--- config.mk ---
export PLATFORM = sky130hd
export DESIGN_NAME = tpc_timer
export DESIGN_NICKNAME = d
export VERILOG_FILES = /design/src/core/tpc_pkg.sv /design/src/core/tpc_timer.sv
export VERILOG_INCLUDE_DIRS = /design/src /design/src/core
export SDC_FILE = /design/constraint.sdc
export NUM_CORES = 1
export LEC_CHECK = 0
export BUFFER_PORTS_ARGS = -buffer_cell sky130_fd_sc_hd__buf_2
export CORE_MARGIN = 3
export CORE_UTILIZATION = 41
export DETAILED_ROUTE_END_ITERATION = 12
export PLACE_DENSITY = 0.58
export SLEW_MARGIN = 20
export SYNTH_ARGS = -nofsm -noshare
export SYNTH_HDL_FRONTEND = slang
export SYNTH_SLANG_ARGS = --single-unit
export TNS_END_PERCENT = 30
--- constraint.sdc ---
create_clock -name core_clk -period 5.2 [get_ports core_clk]
set_input_delay 0.26 -clock core_clk [delete_from_list [all_inputs] [get_ports core_clk]]
set_output_delay 0.26 -clock core_clk [all_outputs]
set_load 0.05 [all_outputs]
--- src/core/tpc_regs.svh ---
// Register offsets, field positions, reset values and timing counts of the timer channel.
// Assumes an 8-bit register port with byte-wide registers at the offsets below.
`ifndef TPC_REGS_SVH
`define TPC_REGS_SVH

// ----------------------------------------
// Register offsets
// ----------------------------------------
`define TPC_OFS_TSC      4'h0
`define TPC_OFS_CNTH     4'h1
`define TPC_OFS_CNTL     4'h2
`define TPC_OFS_MODH     4'h3
`define TPC_OFS_MODL     4'h4
`define TPC_OFS_CSC      4'h5
`define TPC_OFS_CVH      4'h6
`define TPC_OFS_CVL      4'h7

// ----------------------------------------
// Field positions
// ----------------------------------------
`define TPC_TSC_TOF      7
`define TPC_TSC_OVERFLOW_IRQ_ENABLE     6
`define TPC_TSC_CENTER_ALIGN_SELECT    5
`define TPC_TSC_CLKS_HI  4
`define TPC_TSC_CLKS_LO  3
`define TPC_CSC_CHF      7
`define TPC_CSC_CHIE     6
`define TPC_CSC_MSB      5
`define TPC_CSC_MSA      4
`define TPC_CSC_ELS_HI   3
`define TPC_CSC_ELS_LO   2

// ----------------------------------------
// Reset values and encodings
// ----------------------------------------
`define TPC_RST_BYTE     8'h00
`define TPC_RST_WORD     16'h0000
`define TPC_MAX_COUNT    16'hFFFF
`define TPC_CLKS_OFF     2'h0
`define TPC_CLKS_BUS     2'h1
`define TPC_CLKS_FIXED   2'h2
`define TPC_CLKS_EXT     2'h3
`define TPC_ELS_OFF      2'h0
`define TPC_ELS_RISE     2'h1
`define TPC_ELS_FALL     2'h2
`define TPC_ELS_BOTH     2'h3

// ----------------------------------------
// Timing counts
// ----------------------------------------
`define TPC_PIN_STABLE_CYC 2

`endif

--- src/core/tpc_pkg.sv ---
// Types shared by the timer channel design.
// Assumes the constants header is included alongside.
package tpc_pkg;

	typedef enum logic [1:0] {
		TPC_MODE_OFF,
		TPC_MODE_CAPTURE,
		TPC_MODE_COMPARE,
		TPC_MODE_PWM
	} tpc_mode_t;

	typedef enum logic {
		TPC_CPWM_EDGE,
		TPC_CPWM_CENTER
	} tpc_align_t;

endpackage

--- src/core/tpc_timer.sv ---
// Sixteen-bit timer counter with one capture, compare and PWM channel.
// Assumes one core_clk, an 8-bit register port and asynchronous pins.
//
// How it works
// - edge level 00 releases the pin.
// - capture on rising, falling or both edges.
// - compare match toggles, clears or sets pin.
// - edge PWM high-true or low-true pulses.
// - center align gives center PWM unless edge level is 00.
// - capture edges need two stable cycles.
// - channel value bytes reset to zero.
// - capture read freezes both bytes coherently.
// - compare writes transfer after both bytes.
// - center align makes counter count up/down.
// - clock source resets to off.
// - counting halts in background debug.
// - up count wraps at terminal count.
// - up/down endpoints last one tick.
// - overflow request while flag and enable.
// - up overflow at terminal to zero.
// - up/down overflow at reversal at the modulus.
// - counter read captures both bytes.
// - counter write resets count and read latch.
// - channel flag cleared by read then zero.
// - edge PWM updates when counter is zero.
//
// Chosen here: the plain strobed port and the register addresses.
`timescale 1ns/100ps
`include "tpc_regs.svh"

module tpc_timer
	import tpc_pkg::*;
(
	// Clock and reset
	input  wire logic       core_clk,
	input  wire logic       reset_n,
	// Register port
	input  wire logic [3:0] regAddr,
	input  wire logic [7:0] regWrData,
	input  wire logic       regWrite,
	input  wire logic       regRead,
	output logic      [7:0] regRdData,
	// System inputs
	input  wire logic       debugActive,
	input  wire logic       fixedClkTick,
	input  wire logic       extClkPin,
	// Channel pin
	input  wire logic       chanPinIn,
	output logic            chanPinOut,
	output logic            chanPinOe_n,
	// Requests
	output logic            overflowIrq,
	output logic            channelIrq
);

	// ----------------------------------------
	// Reset and input synchronisers
	// ----------------------------------------
	logic       rstMeta_reg, rstSync_n;
	logic [1:0] extSync_reg, pinSync_reg;
	logic       extPrev_reg, pinPrev_reg;
	logic [1:0] stableCnt_reg;

	always_ff @(posedge core_clk or negedge reset_n) begin
		if (!reset_n) begin
			rstMeta_reg <= 1'b0;
			rstSync_n   <= 1'b0;
		end else begin
			rstMeta_reg <= 1'b1;
			rstSync_n   <= rstMeta_reg;
		end
	end

	always_ff @(posedge core_clk or negedge rstSync_n) begin
		if (!rstSync_n) begin
			extSync_reg <= 2'h0;
			pinSync_reg <= 2'h0;
			extPrev_reg <= 1'b0;
			pinPrev_reg <= 1'b0;
		end else begin
			extSync_reg <= {extSync_reg[0], extClkPin};
			pinSync_reg <= {pinSync_reg[0], chanPinIn};
			extPrev_reg <= extSync_reg[1];
			pinPrev_reg <= pinSync_reg[1];
		end
	end

	// ----------------------------------------
	// Control registers
	// ----------------------------------------
	logic       tofFlag_reg, overflow_irq_enable_reg, center_align_select_reg;
	logic [1:0] clks_reg;
	logic       chf_reg, chie_reg, msb_reg, msa_reg;
	logic [1:0] els_reg;
	logic [15:0] mod_reg, modBuf_reg, cnt_reg, cntBuf_reg, cv_reg, cvBuf_reg;
	logic       modHiW_reg, modLoW_reg, cvHiW_reg, cvLoW_reg;
	logic       cntLatched_reg, cvLatched_reg, chfArmed_reg, countDown_reg;
	tpc_mode_t  mode;

	wire wrTsc  = regWrite && regAddr == `TPC_OFS_TSC;
	wire wrCsc  = regWrite && regAddr == `TPC_OFS_CSC;
	wire wrCnt  = regWrite && (regAddr == `TPC_OFS_CNTH || regAddr == `TPC_OFS_CNTL);
	wire wrCvh  = regWrite && regAddr == `TPC_OFS_CVH;
	wire wrCvl  = regWrite && regAddr == `TPC_OFS_CVL;
	wire wrModh = regWrite && regAddr == `TPC_OFS_MODH;
	wire wrModl = regWrite && regAddr == `TPC_OFS_MODL;
	wire rdCnt  = regRead && (regAddr == `TPC_OFS_CNTH || regAddr == `TPC_OFS_CNTL);
	wire rdCv   = regRead && (regAddr == `TPC_OFS_CVH || regAddr == `TPC_OFS_CVL);
	wire rdCsc  = regRead && regAddr == `TPC_OFS_CSC;

	always_comb begin
		if (els_reg == `TPC_ELS_OFF && !(msa_reg && !msb_reg && !center_align_select_reg))
			mode = TPC_MODE_OFF;
		else if (center_align_select_reg || msb_reg)
			mode = TPC_MODE_PWM;
		else if (msa_reg)
			mode = TPC_MODE_COMPARE;
		else
			mode = TPC_MODE_CAPTURE;
	end

	// ----------------------------------------
	// Clock select and counter
	// ----------------------------------------
	logic tick;
	always_comb begin
		unique case (clks_reg)
			`TPC_CLKS_OFF:   tick = 1'b0;
			`TPC_CLKS_BUS:   tick = 1'b1;
			`TPC_CLKS_FIXED: tick = fixedClkTick;
			`TPC_CLKS_EXT:   tick = extSync_reg[1] && !extPrev_reg;
		endcase
		if (debugActive)
			tick = 1'b0;
	end

	wire [15:0] term   = (mod_reg == `TPC_RST_WORD) ? `TPC_MAX_COUNT : mod_reg;
	wire        upWrap = tick && !center_align_select_reg && cnt_reg == term;
	wire        turn   = tick && center_align_select_reg && !countDown_reg && cnt_reg == mod_reg;
	wire        cpwmRise = tick && center_align_select_reg && countDown_reg && cnt_reg == `TPC_RST_WORD;

	always_ff @(posedge core_clk or negedge rstSync_n) begin
		if (!rstSync_n) begin
			cnt_reg       <= `TPC_RST_WORD;
			countDown_reg <= 1'b0;
		end else if (wrCnt) begin
			cnt_reg       <= `TPC_RST_WORD;
			countDown_reg <= 1'b0;
		end else if (tick) begin
			if (!center_align_select_reg) begin
				countDown_reg <= 1'b0;
				cnt_reg       <= upWrap ? `TPC_RST_WORD : cnt_reg + 16'h0001;
			end else if (turn) begin
				countDown_reg <= 1'b1;
				cnt_reg       <= cnt_reg - 16'h0001;
			end else if (cpwmRise) begin
				countDown_reg <= 1'b0;
				cnt_reg       <= cnt_reg + 16'h0001;
			end else
				cnt_reg <= countDown_reg ? cnt_reg - 16'h0001 : cnt_reg + 16'h0001;
		end
	end

	always_ff @(posedge core_clk or negedge rstSync_n) begin
		if (!rstSync_n) begin
			cntLatched_reg <= 1'b0;
			cntBuf_reg     <= `TPC_RST_WORD;
		end else if (wrCnt) begin
			cntLatched_reg <= 1'b0;
		end else if (rdCnt) begin
			cntLatched_reg <= !cntLatched_reg;
			if (!cntLatched_reg)
				cntBuf_reg <= cnt_reg;
		end
	end

	// ----------------------------------------
	// Timer control, overflow and modulus
	// ----------------------------------------
	logic tofArmed_reg;
	always_ff @(posedge core_clk or negedge rstSync_n) begin
		if (!rstSync_n) begin
			tofFlag_reg  <= 1'b0;
			tofArmed_reg <= 1'b0;
			overflow_irq_enable_reg     <= 1'b0;
			center_align_select_reg    <= 1'b0;
			clks_reg     <= `TPC_CLKS_OFF;
		end else begin
			if (upWrap || turn) begin
				tofFlag_reg  <= 1'b1;
				tofArmed_reg <= 1'b0;
			end else if (wrTsc && tofArmed_reg && !regWrData[`TPC_TSC_TOF])
				tofFlag_reg <= 1'b0;
			if (!(upWrap || turn) && regRead && regAddr == `TPC_OFS_TSC)
				tofArmed_reg <= tofFlag_reg;
			if (wrTsc) begin
				overflow_irq_enable_reg  <= regWrData[`TPC_TSC_OVERFLOW_IRQ_ENABLE];
				center_align_select_reg <= regWrData[`TPC_TSC_CENTER_ALIGN_SELECT];
				clks_reg  <= regWrData[`TPC_TSC_CLKS_HI:`TPC_TSC_CLKS_LO];
			end
		end
	end

	always_ff @(posedge core_clk or negedge rstSync_n) begin
		if (!rstSync_n) begin
			mod_reg    <= `TPC_RST_WORD;
			modBuf_reg <= `TPC_RST_WORD;
			modHiW_reg <= 1'b0;
			modLoW_reg <= 1'b0;
		end else if (wrTsc) begin
			modHiW_reg <= 1'b0;
			modLoW_reg <= 1'b0;
		end else if ((modHiW_reg || wrModh) && (modLoW_reg || wrModl)) begin
			mod_reg    <= {wrModh ? regWrData : modBuf_reg[15:8],
				wrModl ? regWrData : modBuf_reg[7:0]};
			modHiW_reg <= 1'b0;
			modLoW_reg <= 1'b0;
		end else begin
			if (wrModh) begin
				modBuf_reg[15:8] <= regWrData;
				modHiW_reg       <= 1'b1;
			end
			if (wrModl) begin
				modBuf_reg[7:0] <= regWrData;
				modLoW_reg      <= 1'b1;
			end
		end
	end

	// ----------------------------------------
	// Channel value and flag
	// ----------------------------------------
	wire pinRise = pinSync_reg[1] && !pinPrev_reg;
	wire pinFall = !pinSync_reg[1] && pinPrev_reg;
	wire pinSettled = stableCnt_reg == 2'(`TPC_PIN_STABLE_CYC);
	logic capEvt;
	always_comb begin
		unique case (els_reg)
			`TPC_ELS_RISE: capEvt = pinRise;
			`TPC_ELS_FALL: capEvt = pinFall;
			`TPC_ELS_BOTH: capEvt = pinRise || pinFall;
			default:       capEvt = 1'b0;
		endcase
		capEvt = capEvt && pinSettled && mode == TPC_MODE_CAPTURE;
	end

	always_ff @(posedge core_clk or negedge rstSync_n) begin
		if (!rstSync_n)
			stableCnt_reg <= 2'h0;
		else if (pinSync_reg[1] != pinPrev_reg)
			stableCnt_reg <= 2'h0;
		else if (!pinSettled)
			stableCnt_reg <= stableCnt_reg + 2'h1;
	end

	wire match  = tick && cnt_reg == cv_reg && mode != TPC_MODE_CAPTURE && mode != TPC_MODE_OFF;
	wire chEvt  = capEvt || match;
	wire cvBoth = (cvHiW_reg || wrCvh) && (cvLoW_reg || wrCvl);
	wire [15:0] cvNew = {wrCvh ? regWrData : cvBuf_reg[15:8], wrCvl ? regWrData : cvBuf_reg[7:0]};
	wire cvLoad = center_align_select_reg ? turn : (mode == TPC_MODE_PWM ? cnt_reg == `TPC_RST_WORD : 1'b1);

	always_ff @(posedge core_clk or negedge rstSync_n) begin
		if (!rstSync_n) begin
			cv_reg        <= `TPC_RST_WORD;
			cvBuf_reg     <= `TPC_RST_WORD;
			cvHiW_reg     <= 1'b0;
			cvLoW_reg     <= 1'b0;
			cvLatched_reg <= 1'b0;
		end else if (wrCsc) begin
			cvHiW_reg     <= 1'b0;
			cvLoW_reg     <= 1'b0;
			cvLatched_reg <= 1'b0;
		end else if (mode == TPC_MODE_CAPTURE) begin
			if (capEvt)
				cv_reg <= cnt_reg;
			if (rdCv) begin
				cvLatched_reg <= !cvLatched_reg;
				if (!cvLatched_reg)
					cvBuf_reg <= cv_reg;
			end
		end else if (cvBoth && cvLoad) begin
			cv_reg    <= cvNew;
			cvHiW_reg <= 1'b0;
			cvLoW_reg <= 1'b0;
		end else begin
			if (wrCvh) begin
				cvBuf_reg[15:8] <= regWrData;
				cvHiW_reg       <= 1'b1;
			end
			if (wrCvl) begin
				cvBuf_reg[7:0] <= regWrData;
				cvLoW_reg      <= 1'b1;
			end
		end
	end

	always_ff @(posedge core_clk or negedge rstSync_n) begin
		if (!rstSync_n) begin
			chf_reg      <= 1'b0;
			chfArmed_reg <= 1'b0;
			chie_reg     <= 1'b0;
			msb_reg      <= 1'b0;
			msa_reg      <= 1'b0;
			els_reg      <= `TPC_ELS_OFF;
		end else begin
			if (chEvt) begin
				chf_reg      <= 1'b1;
				chfArmed_reg <= 1'b0;
			end else if (wrCsc && chfArmed_reg && !regWrData[`TPC_CSC_CHF]) begin
				chf_reg      <= 1'b0;
				chfArmed_reg <= 1'b0;
			end else if (rdCsc)
				chfArmed_reg <= chf_reg;
			if (wrCsc) begin
				chie_reg <= regWrData[`TPC_CSC_CHIE];
				msb_reg  <= regWrData[`TPC_CSC_MSB];
				msa_reg  <= regWrData[`TPC_CSC_MSA];
				els_reg  <= regWrData[`TPC_CSC_ELS_HI:`TPC_CSC_ELS_LO];
			end
		end
	end

	// ----------------------------------------
	// Pin drive
	// ----------------------------------------
	// pin action
	always_ff @(posedge core_clk or negedge rstSync_n) begin
		if (!rstSync_n) begin
			chanPinOut  <= 1'b0;
			chanPinOe_n <= 1'b1;
		end else begin
			chanPinOe_n <= mode == TPC_MODE_OFF || mode == TPC_MODE_CAPTURE
				|| els_reg == `TPC_ELS_OFF;
			if (mode == TPC_MODE_COMPARE && match) begin
				unique case (els_reg)
					`TPC_ELS_RISE: chanPinOut <= !chanPinOut;
					`TPC_ELS_FALL: chanPinOut <= 1'b0;
					`TPC_ELS_BOTH: chanPinOut <= 1'b1;
					default:       chanPinOut <= chanPinOut;
				endcase
			end else if (mode == TPC_MODE_PWM && !center_align_select_reg) begin
				if (match)
					chanPinOut <= els_reg[0];
				else if (upWrap)
					chanPinOut <= !els_reg[0];
			end else if (mode == TPC_MODE_PWM && match)
				chanPinOut <= countDown_reg ? !els_reg[0] : els_reg[0];
		end
	end

	// ----------------------------------------
	// Register reads and requests
	// ----------------------------------------
	always_ff @(posedge core_clk or negedge rstSync_n) begin
		if (!rstSync_n) begin
			regRdData   <= `TPC_RST_BYTE;
			overflowIrq <= 1'b0;
			channelIrq  <= 1'b0;
		end else begin
			overflowIrq <= tofFlag_reg && overflow_irq_enable_reg;
			channelIrq  <= chf_reg && chie_reg;
			regRdData   <= `TPC_RST_BYTE;
			if (regRead) begin
				unique case (regAddr)
					`TPC_OFS_TSC:  regRdData <= {tofFlag_reg, overflow_irq_enable_reg, center_align_select_reg, clks_reg, 3'h0};
					`TPC_OFS_CNTH: regRdData <= cntLatched_reg ? cntBuf_reg[15:8] : cnt_reg[15:8];
					`TPC_OFS_CNTL: regRdData <= cntLatched_reg ? cntBuf_reg[7:0] : cnt_reg[7:0];
					`TPC_OFS_MODH: regRdData <= mod_reg[15:8];
					`TPC_OFS_MODL: regRdData <= mod_reg[7:0];
					`TPC_OFS_CSC:  regRdData <= {chf_reg, chie_reg, msb_reg, msa_reg, els_reg, 2'h0};
					`TPC_OFS_CVH:  regRdData <= cvLatched_reg ? cvBuf_reg[15:8] : cv_reg[15:8];
					`TPC_OFS_CVL:  regRdData <= cvLatched_reg ? cvBuf_reg[7:0] : cv_reg[7:0];
					default:       regRdData <= `TPC_RST_BYTE;
				endcase
			end
		end
	end

	// ----------------------------------------
	// Checks
	// ----------------------------------------
	a_counter_reset: assert property (@(posedge core_clk) disable iff (!rstSync_n)
		wrCnt |=> cnt_reg == 16'h0000 && !cntLatched_reg)
		else $error("Counter write did not reset count.");
	a_up_wrap: assert property (@(posedge core_clk) disable iff (!rstSync_n)
		upWrap && !wrCnt |=> cnt_reg == 16'h0000 && tofFlag_reg)
		else $error("Up counter did not wrap with overflow.");
	a_turn_flag: assert property (@(posedge core_clk) disable iff (!rstSync_n)
		turn && !wrCnt |=> tofFlag_reg && countDown_reg)
		else $error("Reversal did not set overflow.");
	a_irq_level: assert property (@(posedge core_clk) disable iff (!rstSync_n)
		tofFlag_reg && overflow_irq_enable_reg |=> overflowIrq)
		else $error("Overflow request missing.");
	a_clock_off: assert property (@(posedge core_clk) disable iff (!rstSync_n)
		clks_reg == 2'h0 && !wrCnt |=> $stable(cnt_reg))
		else $error("Counter moved with no clock.");
	a_debug_halt: assert property (@(posedge core_clk) disable iff (!rstSync_n)
		debugActive && !wrCnt |=> $stable(cnt_reg))
		else $error("Counter moved in debug.");
	a_pin_release: assert property (@(posedge core_clk) disable iff (!rstSync_n)
		els_reg == 2'h0 |=> chanPinOe_n)
		else $error("Pin not released.");
	a_flag_set: assert property (@(posedge core_clk) disable iff (!rstSync_n)
		chEvt |=> chf_reg)
		else $error("Channel event lost.");
	a_cnt_coherent: assert property (@(posedge core_clk) disable iff (!rstSync_n)
		rdCnt && !cntLatched_reg && !wrCnt |=> cntLatched_reg && cntBuf_reg == $past(cnt_reg))
		else $error("Counter read not captured.");

endmodule // tpc_timer

# Word-level counts from Yosys, hierarchy flattened
# Index checks and enable logic that the tools add are counted.
# word_totals
register_bits	138
latch_bits	0
mem_bits_rw	0
rom_bits	0
in_bits	20
out_inout_bits	12
elab_cells	248
mem_count	0
# classes
add_sub_neg	3
n_mul	0
div	0
n_lt_le_gt_ge	0
eq_ne	31
n_shift	0
mux	75
n_bitwise	5
reduce_logical	98
# ops
operator	count
2-to-1 mux 16 bit	15
2-to-1 mux 8 bit	9
one-hot mux 8 bit (8 select lines)	1
equality test 16 bit	3
logical AND 1 bit	42
2-to-1 mux 1 bit	42
zero test 16 bit	2
nonzero test 2 bit	9
nonzero test 3 bit	6
adder 16 x 1 -> 16 bit, second input constant	1
equality test 4 x 3 -> 1 bit, second input constant	4
subtractor 16 x 1 -> 16 bit, second input constant	1
equality test 2 bit, second input constant	7
zero test 1 bit	13
logical OR 1 bit	12
AND reduction 2 bit	6
2-to-1 mux 2 bit	5
inequality test 2 bit, second input constant	5
AND reduction 3 bit	3
equality test 4 x 2 -> 1 bit, second input constant	2
inequality test 4 x 1 -> 1 bit, second input constant	2
equality test 2 x 1 -> 1 bit, second input constant	3
zero test 2 bit	3
one-hot mux 1 bit (3 select lines)	2
9 further kinds	14

# Logic depth before layout (Yosys ltp)
# logic_depth
word_depth	13
ltp_mapped	11
mapped_depth_nobuf	9

# Least setup slack after synthesis
# OpenSTA, ideal clock, no wires.
# synth_path
path_type	register -> register
start	register cnt_reg[0]
end	register cnt_reg[14]
t_arrival_ns	2.189
t_required_ns	5.113
slack_ns	2.924
stages_incl_launch_ff	11
path_cell_list	dfrtp_1 -> buf_4 -> inv_1 -> ha_1 -> nor4b_1 -> nand4_1 -> o21ai_2 -> o41ai_4 -> and4_1 -> or3_1 -> a22oi_1
# synth_between
elab_chain_cells	7
elab_cells_between_ends	15
cone_classes	add/sub: 2; eq/ne: 2; mux: 7; reduce/logical: 4
# synth_rtl
item	line_no	rtl
from (decl)	tpc_timer.sv:95	logic [15:0] mod_reg, modBuf_reg, cnt_reg, cntBuf_reg, cv_reg, cvBuf_reg;
from (signal assigned)	tpc_timer.sv:144	cnt_reg <= `TPC_RST_WORD;
from (signal assigned)	tpc_timer.sv:147	cnt_reg <= `TPC_RST_WORD;
from (signal assigned)	tpc_timer.sv:152	cnt_reg <= upWrap ? `TPC_RST_WORD : cnt_reg + 16'h0001;
adder 16 x 1 -> 16 bit, or another cell as far along	tpc_timer.sv:152, tpc_timer.sv:158, tpc_timer.sv:160	
2-to-1 mux 16 bit / logical AND 1 bit (equally long branches)	-	
2-to-1 mux 16 bit	tpc_timer.sv:156	end else if (cpwmRise) begin
2-to-1 mux 16 bit	tpc_timer.sv:153	end else if (turn) begin
2-to-1 mux 16 bit (*)	tpc_timer.sv:150	if (!center_align_select_reg) begin
2-to-1 mux 16 bit (*)	tpc_timer.sv:149	end else if (tick) begin
2-to-1 mux 16 bit (*)	tpc_timer.sv:146	end else if (wrCnt) begin
# Mark *: on every way between the ends. The rest lies on a longest branch, timed or not. The select of a mux whose other input is x is not followed.
# A chain may end at the register's enable or synchronous reset.

# Worst setup path after layout
# layout_path
start	register cnt_reg[0]
end	register cvBuf_reg[4]
# layout_between
elab_chain_cells	6
elab_cells_between_ends	8
cone_classes	eq/ne: 2; mux: 2; reduce/logical: 4
# layout_rtl
item	line_no	rtl
zero test 16 bit (no line) / equality test 16 bit (equally long branches)	-	
2-to-1 mux 1 bit / logical AND 1 bit (equally long branches)	tpc_timer.sv:260, tpc_timer.sv:139	
2-to-1 mux 1 bit (*)	tpc_timer.sv:260	wire cvLoad = center_align_select_reg ? turn : (mode == TPC_MODE_PWM ? cnt_reg == `TPC_RST_WORD : 1'b1);
logical AND 1 bit (*)	tpc_timer.sv:281	end else if (cvBoth && cvLoad) begin
inequality test 2 bit (no line) (*)	-	
AND reduction 4 bit (no line) (*)	-	
to (signal assigned)	tpc_timer.sv:265	cvBuf_reg <= `TPC_RST_WORD;
to (signal assigned)	tpc_timer.sv:279	cvBuf_reg <= cv_reg;
to (signal assigned)	tpc_timer.sv:291	cvBuf_reg[7:0] <= regWrData;
to (decl)	tpc_timer.sv:95	
# Mark *: on every way between the ends. The rest lies on a longest branch, timed or not.

==> summary.txt <==
Status
  – Run status: finished, final reports clean

Die
  – Ports: 32
  – Chip height: between 100 and 150 um
  – Die extent in x: around 150 um
  – Die outline area: 21,700 sq um
  – Initial core utilization: 42.0%
  – Area of the core: 19,500 sq um
  – Site Rows: 51

Setup path
  – Longest individual stage delay on the worst path: 0.89 ns
  – Number of buffers and inverters on the critical path: 1
  – Worst reg2reg startpoint: cnt_reg[0]
  – Reg-to-reg endpoint: cvBuf_reg[4]
  – Flop2flop setup slack: approximately 2.1 ns
  – Critical path capture point type: flip-flop
  – Setup CP Type: reg2reg
  – Number of cells on the critical path: 8
  – Crit path cell chain: inv_1, ha_1, nor4b_1, nand4_1, a21oi_1, o21ai_1, o211a_1, mux2i_1
  – Startpoint of the most critical setup path: cnt_reg[0]
  – Req. time, crit path: between 5 and 6 ns
  – CP max stage cell: o211a_1
  – Data arrival time of the worst path: about 3.5 ns
  – Number of cells traversed by the worst register-to-register path: 8
  – Crit path to: cvBuf_reg[4]
  – Max FO, Critical Path: 16
  – Kind of cell with the highest combined delay on the critical path: compound AO/OA/AOI/OAI gates
  – Critical Path Start Type: flip-flop

Drt
  – Number of vias per cell: 5.90
  – Sum of routed wire length over all layers: 25,000 um
  – DRT iter0 DRCs: 640
  – Antenna Nets Post-Route: 0
  – First-pass iteration count of the detailed router: 5
  – Total DRC errors in the routed layout: 0
  – Vias post-DR: 6,654
  – Routed wire length per instance: 22.2 um

Global routing
  – Vias in the first global route: about 6,500
  – Remaining global-route overflow: 0
  – Pin count of the biggest net entering global routing: 78
  – Wire length of the first global-routing pass: 38,900 um
  – Total GRT Usage: between 20% and 30%
  – Initial antenna violation count: 0

Clock tree
  – CTS tree: built
  – Clock input transition at the sequential cells of the worst setup and hold paths: 0.07 ns
  – Quantity of gates resized following cts: 0
  – CTS H-tree lvls: 4
  – Number of clock sinks seen by CTS: about 140
  – Total clock buffers created by CTS: 17
  – Number of buffers on the longest clock path: 2
  – Buffer type at the clock tree root: clkbuf_16
  – Clock latency reported for the late side of the worst-skew pair: 0.43 ns

STA
  – Top achievable clock speed: ~320 MHz
  – Unrepaired setup endpoints after global routing: no
  – Max Transition Viols Final: 0
  – Slew at the pin with the worst max-slew slack: 1.09 ns
  – Setup total negative slack: 0 ns
  – Final setup viols: 0
  – Setup WS post-layout: 2.09 ns
  – Number of hold-slack violations in the final timing report: 0
  – Worst-case headroom to the max-slew limit: 27.6%
  – Minimum clock period after layout: roughly 3.1 ns
  – Ratio of final minimum period to clock period: 59.7%
  – Setup Skew: 0.0107 ns

Logic synthesis
  – Area share of the leading cell type in the synthesized netlist: between 40% and 50%
  – Synth cell types: 80
  – Synthesized netlist cell count: 846
  – Netlist area before placement: 8200 sq um
  – Most used flip-flop cell after synthesis: dfrtp_1
  – Fraction of registers with async set/reset: 100%
  – Sequential cell area fraction in the yosys report: between 40 and 50%
  – Average cell area after synthesis: about 9.7 sq um
  – Net Count, Synth: ~880
  – Synth Register Bits: 138
  – Total number of yosys warnings: 0
  – Most area-hungry cell type in the Yosys netlist: dfrtp_1
  – EDFF count, synth: 0
  – Leading post-synthesis cells by cell area: dfrtp_1 (42%), mux2i_1 (8.7%), mux2_2 (4.4%), o21ai_0 (3.8%), nand2_1 (3.2%)

Pwr
  – Static Leak: between 3 and 4 nW
  – Worst-case vdd ir drop: ~0.28 mV
  – Total power density per cell area: 546 nW/um^2

Layout
  – Fill cells: 1,938
  – Antenna fix cells: 0
  – Sequential cell area: between 3000 and 4000 sq um
  – Final instance area: 9040 sq um
  – Final Non-Filler Cells: around 1,100
  – Area growth from synthesis to layout: 10.2%
  – Leading cell type in the layout, fill and taps excluded: dfrtp_1
  – Layout Nets: 879
  – Fraction of layout instances using a drive strength above 1: 15.9%
  – Footprint of the multi-input gates: 4210 sq um
  – Top library cells by usage in the layout, fill and taps aside: dfrtp_1 (136), mux2i_1 (71), nand2_1 (70)

Placement
  – Number of instances in the placed design: 1,091
  – Worst slack at placement: between 2 and 2.5 ns
  – Instance area at placement: 8430 sq um
  – Gpl congestion: 0.926
  – Sum of net half-perimeters after detailed placement: 17,400 um
  – Count of port buffers added during placement: 31

Min path
  – Hold Crit Class: in2async

Job
  – # Max-Cap Violations: 0
## cells by family after synthesis
kind of cell / after synthesis / synth area share, %
and+or+nand+nor: 236 / 15.6
AOI/OAI and AO/OA: 221 / 18.7
DFF: 138 / 42.1
buffers and inverters: 115 / 6.61
muxes: 103 / 13.1
xor gates and xnor gates: 22 / 2.35
adders and majority gates: 10 / 1.53
other: 1 / 0.0457
## what timing repair did
action / in CTS / in global routing
hold endpoints to repair: 4 / 0
hold buffers: 3 / 0
buffers inserted: 0 / 0
## metrics by stage
step	power [mW]	hold slack, ns	util (%)
floorplan	3.23	-0.0356	-
global placement	3.74	0.0487	43.2
detailed placement	3.75	0.0525	43.2
CTS	4.92	0.120	46.2
global route	5.24	0.156	46.3
finish	4.93	0.133	46.3
## power breakdown
part | switching [mW] | total, mW | internal, mW
sequential | 0.596 | 2.03 | 1.43
clock | 0.494 | 1.15 | 0.660
combinational | 0.991 | 1.75 | 0.759
## per-layer routing
metal	track usage, %	routed length, um
met5	0	0
met4	10.5	846
met1	32.8	11000
met2	34.7	11000
met3	6.50	2150
## cells in the mapped netlist, types with 8 or more instances
library cell / instances
dfrtp_1: 137
mux2i_1: 71
nand2_1: 70
o21ai_0: 62
inv_1: 50
a21oi_1: 45
nor2_1: 40
mux2_2: 32
clkbuf_1: 20
nand2b_1: 20
o211ai_1: 19
buf_2: 18
xnor2_1: 16
nor2b_1: 14
a221oi_1: 13
nand3_1: 13
nor3_1: 12
o21ai_1: 12
nand4_1: 11
ha_1: 10
nor4_1: 10
buf_6: 8
## area by class of cell
cell class,instances,share of cell area (%)
sequential,138,38.3
clock buffer,19,4.79
multi-input combinational,593,46.6
tap,265,3.67
inverter,54,2.24
timing repair buffer,45,3.18
clock inverter,13,1.30
## how the worst min path moves through the flow
stage | startpoint | end | slack (ns) | depth (start not counted)
after global routing | reset_n | rstMeta_reg | 0.16 | 2
after detailed placement | reset_n | rstMeta_reg | 0.05 | 1
after floorplan | reset_n | rstMeta_reg | -0.04 | 0
final | reset_n | rstSync_n | 0.13 | 2
after global placement | reset_n | rstMeta_reg | 0.05 | 1
after CTS | reset_n | rstMeta_reg | 0.12 | 2
Note: power is estimated with default switching activity, not from simulation.
